==> src/csf_pkg.sv <==
package csf_pkg;
  localparam logic [6:0] CSF_STATUS_ADDR   = 7'h03;
  localparam logic [7:0] CSF_STATUS_RESET  = 8'h00;
  localparam logic [7:0] CSF_RD_IDLE       = 8'h00;
  localparam int         CSF_BIT_CARRY     = 0;
  localparam int         CSF_BIT_HALFCARRY = 1;
  localparam int         CSF_BIT_ZERO      = 2;
  localparam int         CSF_BIT_POWERDOWN = 3;
  localparam int         CSF_BIT_WDT       = 4;
  localparam int         CSF_BIT_BANK      = 5;
  localparam int         CSF_BIT_SPARE_LO  = 6;
  localparam int         CSF_BIT_SPARE_HI  = 7;

  // file-register write from the core
  typedef struct packed {
    logic       wr;
    logic [6:0] addr;
    logic [7:0] data;
  } csf_fwrite_t;

  // alu flag update request
  typedef struct packed {
    logic upd_z;
    logic upd_dc;
    logic upd_c;
    logic z;
    logic dc;
    logic c;
  } csf_alu_t;

  // reset-cause and instruction events
  typedef struct packed {
    logic por;
    logic low_voltage_reset;
    logic wdt_timeout;
    logic watchdog_clear_instr;
    logic sleep_instr;
  } csf_evt_t;
endpackage

==> src/csf_status_reg.sv <==
// What this block does
// - Status register sits at file-register address 03H.
// - Any instruction may write the status register; the write leaves bits 4 and 3 unchanged.
// - ALU-updated zero, half-carry, carry bits ignore the write; ALU outcome wins.
// - Bit 5 selects data RAM bank: 0 bank zero, 1 bank one.
// - Bit 4 set on watchdog timeout; cleared by POR, low-voltage reset, clear, sleep.
// - Bit 3 set by sleep; cleared by POR, low-voltage reset, watchdog-clear.
// - Bit 1 half carry: low-nibble carry on add, inverted borrow on subtract.
`timescale 1ns/100ps
`default_nettype none
module csf_status_reg (
  input  wire logic               i_clk,
  input  wire logic               i_rst,
  input  wire csf_pkg::csf_fwrite_t i_fwrite,
  input  wire csf_pkg::csf_alu_t  i_alu,
  input  wire csf_pkg::csf_evt_t  i_evt,
  input  wire logic [6:0]         i_rd_addr,
  output logic [7:0]              o_rd_data,
  output logic [7:0]              o_status,
  output logic                    o_data_bank_select
);
  import csf_pkg::*;

  // one register per status concern, next values built alongside
  logic [1:0] spare_q;
  logic [1:0] spare_d;
  logic       bank_q;
  logic       bank_d;
  logic       timeout_q;
  logic       timeout_d;
  logic       powerdown_q;
  logic       powerdown_d;
  logic       zero_q;
  logic       zero_d;
  logic       half_carry_q;
  logic       half_carry_d;
  logic       carry_q;
  logic       carry_d;
  logic [7:0] status_d;
  logic       wr_hit;
  logic       rd_hit;
  logic       cause_clr;

  // file-register write and read decode
  assign wr_hit = i_fwrite.wr && (i_fwrite.addr == CSF_STATUS_ADDR);
  assign rd_hit = (i_rd_addr == CSF_STATUS_ADDR);
  // power-on and low-voltage resets clear both reset-cause flags
  assign cause_clr = i_evt.por || i_evt.low_voltage_reset;

  // general-purpose bits, one slice per bit
  genvar g;
  generate
    for (g = 0; g < 2; g = g + 1) begin : g_spare
      always_comb begin
        spare_d[g] = spare_q[g];
        if (wr_hit) begin
          spare_d[g] = i_fwrite.data[CSF_BIT_SPARE_LO + g];
        end
      end

      always_ff @(posedge i_clk or posedge i_rst) begin
        if (i_rst) begin
          spare_q[g] <= CSF_STATUS_RESET[CSF_BIT_SPARE_LO + g];
        end else begin
          spare_q[g] <= spare_d[g];
        end
      end
    end
  endgenerate

  // data ram bank select, plain read/write bit
  always_comb begin
    bank_d = bank_q;
    if (wr_hit) begin
      bank_d = i_fwrite.data[CSF_BIT_BANK];
    end
  end

  always_ff @(posedge i_clk or posedge i_rst) begin
    if (i_rst) begin
      bank_q <= CSF_STATUS_RESET[CSF_BIT_BANK];
    end else begin
      bank_q <= bank_d;
    end
  end

  // timeout flag: read-only, timeout set beats the clear instructions
  always_comb begin
    timeout_d = timeout_q;
    if (i_evt.watchdog_clear_instr || i_evt.sleep_instr) begin
      timeout_d = 1'b0;
    end
    if (i_evt.wdt_timeout) begin
      timeout_d = 1'b1;
    end
    if (cause_clr) begin
      timeout_d = 1'b0;
    end
  end

  always_ff @(posedge i_clk or posedge i_rst) begin
    if (i_rst) begin
      timeout_q <= CSF_STATUS_RESET[CSF_BIT_WDT];
    end else begin
      timeout_q <= timeout_d;
    end
  end

  // power-down flag: read-only, sleep set beats the clear instruction
  always_comb begin
    powerdown_d = powerdown_q;
    if (i_evt.watchdog_clear_instr) begin
      powerdown_d = 1'b0;
    end
    if (i_evt.sleep_instr) begin
      powerdown_d = 1'b1;
    end
    if (cause_clr) begin
      powerdown_d = 1'b0;
    end
  end

  always_ff @(posedge i_clk or posedge i_rst) begin
    if (i_rst) begin
      powerdown_q <= CSF_STATUS_RESET[CSF_BIT_POWERDOWN];
    end else begin
      powerdown_q <= powerdown_d;
    end
  end

  // zero flag: alu result overrides a file write in the same cycle
  always_comb begin
    zero_d = zero_q;
    if (wr_hit) begin
      zero_d = i_fwrite.data[CSF_BIT_ZERO];
    end
    if (i_alu.upd_z) begin
      zero_d = i_alu.z;
    end
  end

  always_ff @(posedge i_clk or posedge i_rst) begin
    if (i_rst) begin
      zero_q <= CSF_STATUS_RESET[CSF_BIT_ZERO];
    end else begin
      zero_q <= zero_d;
    end
  end

  // half-carry flag, already in inverted-borrow sense for subtraction
  always_comb begin
    half_carry_d = half_carry_q;
    if (wr_hit) begin
      half_carry_d = i_fwrite.data[CSF_BIT_HALFCARRY];
    end
    if (i_alu.upd_dc) begin
      half_carry_d = i_alu.dc;
    end
  end

  always_ff @(posedge i_clk or posedge i_rst) begin
    if (i_rst) begin
      half_carry_q <= CSF_STATUS_RESET[CSF_BIT_HALFCARRY];
    end else begin
      half_carry_q <= half_carry_d;
    end
  end

  // carry flag, already in inverted-borrow sense for subtraction
  always_comb begin
    carry_d = carry_q;
    if (wr_hit) begin
      carry_d = i_fwrite.data[CSF_BIT_CARRY];
    end
    if (i_alu.upd_c) begin
      carry_d = i_alu.c;
    end
  end

  always_ff @(posedge i_clk or posedge i_rst) begin
    if (i_rst) begin
      carry_q <= CSF_STATUS_RESET[CSF_BIT_CARRY];
    end else begin
      carry_q <= carry_d;
    end
  end

  // next status byte, also feeds the write-through read port
  always_comb begin
    status_d                    = CSF_STATUS_RESET;
    status_d[CSF_BIT_SPARE_HI]  = spare_d[1];
    status_d[CSF_BIT_SPARE_LO]  = spare_d[0];
    status_d[CSF_BIT_BANK]      = bank_d;
    status_d[CSF_BIT_WDT]       = timeout_d;
    status_d[CSF_BIT_POWERDOWN] = powerdown_d;
    status_d[CSF_BIT_ZERO]      = zero_d;
    status_d[CSF_BIT_HALFCARRY] = half_carry_d;
    status_d[CSF_BIT_CARRY]     = carry_d;
  end

  // outputs come straight from flops
  always_ff @(posedge i_clk or posedge i_rst) begin
    if (i_rst) begin
      o_status <= CSF_STATUS_RESET;
    end else begin
      o_status <= status_d;
    end
  end

  always_ff @(posedge i_clk or posedge i_rst) begin
    if (i_rst) begin
      o_data_bank_select <= CSF_STATUS_RESET[CSF_BIT_BANK];
    end else begin
      o_data_bank_select <= bank_d;
    end
  end

  always_ff @(posedge i_clk or posedge i_rst) begin
    if (i_rst) begin
      o_rd_data <= CSF_RD_IDLE;
    end else begin
      o_rd_data <= rd_hit ? status_d : CSF_RD_IDLE;
    end
  end
endmodule // csf_status_reg
`default_nettype wire
==> config.mk <==
export PLATFORM = sky130hd
export DESIGN_NAME = csf_status_reg
export DESIGN_NICKNAME = d
export VERILOG_FILES = /design/src/csf_pkg.sv /design/src/csf_status_reg.sv
export SDC_FILE = /design/constraint.sdc
export NUM_CORES = 1
export LEC_CHECK = 0
export BUFFER_PORTS_ARGS = -buffer_cell sky130_fd_sc_hd__buf_2
export CAP_MARGIN = 20
export CORE_MARGIN = 1
export CORE_UTILIZATION = 39
export DETAILED_ROUTE_END_ITERATION = 8
export GPL_ROUTABILITY_DRIVEN = 0
export PLACE_DENSITY_LB_ADDON = 0.1
export RECOVER_POWER = 25
export SETUP_SLACK_MARGIN = 0.15
export SLEW_MARGIN = 30
export SYNTH_ARGS = -nofsm -noshare
export SYNTH_HDL_FRONTEND = slang
export SYNTH_SLANG_ARGS = --single-unit
==> constraint.sdc <==
create_clock -name i_clk -period 1.07 [get_ports i_clk]
set_input_delay 0.1605 -clock i_clk [delete_from_list [all_inputs] [get_ports i_clk]]
set_output_delay 0.1605 -clock i_clk [all_outputs]
set_load 0.02 [all_outputs]
==> flow_summary_export.csv <==
group,metric,value,unit
clock_tree,cts_buffers,3,
status,status,"finished, violations left",
setup_path,timing.rr.start,"o_status[1]",
synth,synth_cell_types,18,
die,initial_core_util,42.1,%
drt,vias,737,
synth,syn_avg_cell_area,11.5,sq um
placed_design,post-place-ws,-321,ps
power,power.total,1330,uW
timing,setup_viol,1,
synth,synth_top_area_share,54.5,%
drt,ant_nets,0,
final_layout,stdcell_count,147,
clock_tree,h-tree-depth,1,
synth,yosys_warnings,0,
setup_path,critPathLaunch,"i_fwrite[10]",
synth,ys_seq_elements,16,
placed_design,port_buffers,50,
timing,skew,0.780,ps
synth,synthFlopType,"dfrtp_1",
drt,drt_iter0_markers,2,
drt,wirelength,1.87,mm
final_layout,layout-drive-gt1-share,62.3,%
global_route,overflow,0,
min_path,min_path_type,"in -> reg",
timing,hold_violations,0,
setup_path,crit_type,"in -> reg",
drt,first_pass_iters,3,
drt,drc,0,
drt,routed_via_density,5.01,
final_layout,areaGrowthSynthToFinish,78.2,%
final_layout,layout.nets,159,
min_path,hold_path.startpoint,"i_fwrite[7]",
clock_tree,clkTransAtPathRegs,100,ps
status,violations,"setup timing",
final_layout,diodes,0,
synth,synth_edf_count,0,
placed_design,place_hpwl,1.28,mm
min_path,holdPathStages,3,
job,drv_cap,0,
power,p_comb_share,21.6,%
synth,synth_area,734,sq um
die,ios,53,
power,p_int,980,uW
timing,setup_ws,-20.6,ps
synth,ys_seq_area_share,54.5,%
clock_tree,cts-root-buf,"clkbuf_4",
setup_path,rr_worst_depth,2,
global_route,grt_max_degree,17,
global_route,grt_pass1_wl,2.77,mm
die,dieArea,2060,sq um
clock_tree,cts.sinks,16,
die,dieWidth,45.4,microns
setup_path,cp.required,1220,ps
timing,rsz0062_at_grt,"true",
synth,synth_largest_area_cell,"dfrtp_1",
synth,synthTopCellsByArea,"dfrtp_1 (55%), buf_4 (6.1%), nor4_1 (5.1%), nor4_2 (5.1%), a21oi_1 (3.4%)",
power,p_leak,0.000617,uW
timing,max_slew_margin,76.2,%
power,p_seq_share,48.6,%
timing,final.min_clock_period,1090,ps
final_layout,multi_input_area,377,sq um
global_route,grt_pass1_vias,695,
synth,syn_nets,100,
timing,setup_tns,-20.6,ps
power,ir_drop,0.000582,V
clock_tree,clockBufferDepth,2,
synth,netlist_instances,64,
setup_path,r2r-end,"o_status[1]",
timing,fmax,917,MHz
final_layout,fillerInstances,146,
timing,min_period_over_period,102,%
setup_path,cp_data_arrival_time,1240,ps
global_route,grtUsageTotal,18.8,%
min_path,min_to,"o_status[7]",
synth,async_reset_ff_share,100,%
placed_design,post-place-cells,140,
power,sw_frac_of_total,26.5,%
setup_path,r2r_slack,70,ps
timing,slew_viol_final,0,
die,die_h,45.4,microns
power,clkPwrFrac,29.8,%
clock_tree,insertion_delay,280,ps
setup_path,critPathCaptureType,"flip-flop",
timing,worst_pin_slew,354,ps
global_route,antenna_found_initial,0,
setup_path,start_kind,"input pin",
power,power.switching,354,uW
drt,routedWlPerCell,12.7,microns
setup_path,worstPathMaxFanout,6,
clock_tree,cts_tree,"built",
final_layout,seqCellArea,400,sq um
die,coreArea,1750,sq um
die,rows,15,
power,p_per_area,1020,nW/um^2
## metrics by stage
step | area, sq um | hold slack, ps | util (%)
3_5_place_dp | 1040 | 250 | 59.7
6_report | 1310 | 123 | 75.0
2_1_floorplan | 753 | 74.2 | -
5_1_grt | 1310 | 129 | 75.0
4_1_cts | 1230 | 63.1 | 70.8
3_3_place_gp | 1040 | 246 | 59.7
## worst max-delay path: stages
cell	delay, ps
buf_6	90
or4b_4	620
nor4_4	280
nor4_1	90
## state kept, by name (all words and copies together) (netlist names)
register   flops
o_status       8
o_rd_data      8
## layer usage
| metal | vias to the layer above | global-route usage, % | wire (microns) | share of wire (%) |
|---|---|---|---|---|
| met3 | 2 | 3.57 | 94 | 5.0 |
| met2 | 27 | 35.1 | 1060 | 57 |
| met1 | 349 | 20.4 | 698 | 37 |
| met5 | - | 0 | 0 | 0 |
| met4 | 0 | 7.27 | 14 | 0.75 |
| li1 | 359 | - | - | - |
## area by class of cell
type                       count  share of cell area [%]
clock buffer                   4                    2.77
inverter                       2                   0.860
multi-input combinational     40                    28.8
sequential                    16                    30.6
tap                           25                    2.39
timing repair buffer          60                    34.6
## worst max-delay path by stage
stage,end,slack (ps),cells past startpoint
after detailed placement,o_rd_data[0],-320,4
after CTS,o_rd_data[0],30,4
after floorplan,o_rd_data[0],-120,3
after global placement,o_rd_data[1],-290,4
final,o_rd_data[0],-20,4
after global routing,o_rd_data[0],-80,6
## kinds of logic (layout without fill, tap and decap cells)
kind of cell           Yosys count  count (layout)  synth area share (%)
AOI/OAI and AO/OA               11              11                  8.52
buffers and inverters            8              66                  7.15
and+or+nand+nor                 29              29                  29.8
DFF                             16              16                  54.5
## Yosys cell counts (2+ instances only)
library cell and count:
nor4_2 3, buf_4 6, nor4_1 6, nor2b_1 3, inv_1 2, nand3_1 3
nor3_1 5, dfrtp_1 16, a211oi_1 3, nand2_1 3, a21oi_1 5, o21ai_1 3
## cell usage in the layout (no fill, tap or decap)
cell type      Yosys  routed
buf_2              0      30
nor4b_4            1       1
nor3_2             0       1
nor3_1             5       4
clkbuf_1           0       1
or4b_4             1       1
buf_4              6       7
a21oi_2            0       1
a21oi_4            0       1
o21ai_1            3       3
dlygate4sd3_1      0       1
nor2_1             1       1
nand3_1            3       3
clkbuf_8           0       1
nor4_1             6       3
and4bb_2           1       1
nand2_1            3       3
buf_6              0      21
clkinvlp_4         0       1
or4bb_4            0       1
clkbuf_4           0       3
nand4b_1           1       1
dfrtp_1           16      16
nor2b_1            3       3
a21oi_1            5       3
inv_1              2       1
nor4_4             0       6
a211oi_1           3       3
## repair_timing
action | in CTS | in global routing
hold buffers | 1 | 0
pin swaps | 4 | 2
resized for setup | 38 | 12
setup endpoints to repair | 29 | 48
setup buffers | 1 | 1
hold endpoints to repair | 16 | 0
## power groups by stage
stage / Combinational, uW / Sequential [uW] / Clock [uW]
floorplan: 107 / 662 / 0
global placement: 216 / 652 / 0
detailed placement: 221 / 653 / 0
CTS: 266 / 647 / 399
global route: 310 / 650 / 431
finish: 288 / 648 / 398
Note: power is estimated with default switching activity, not from simulation.
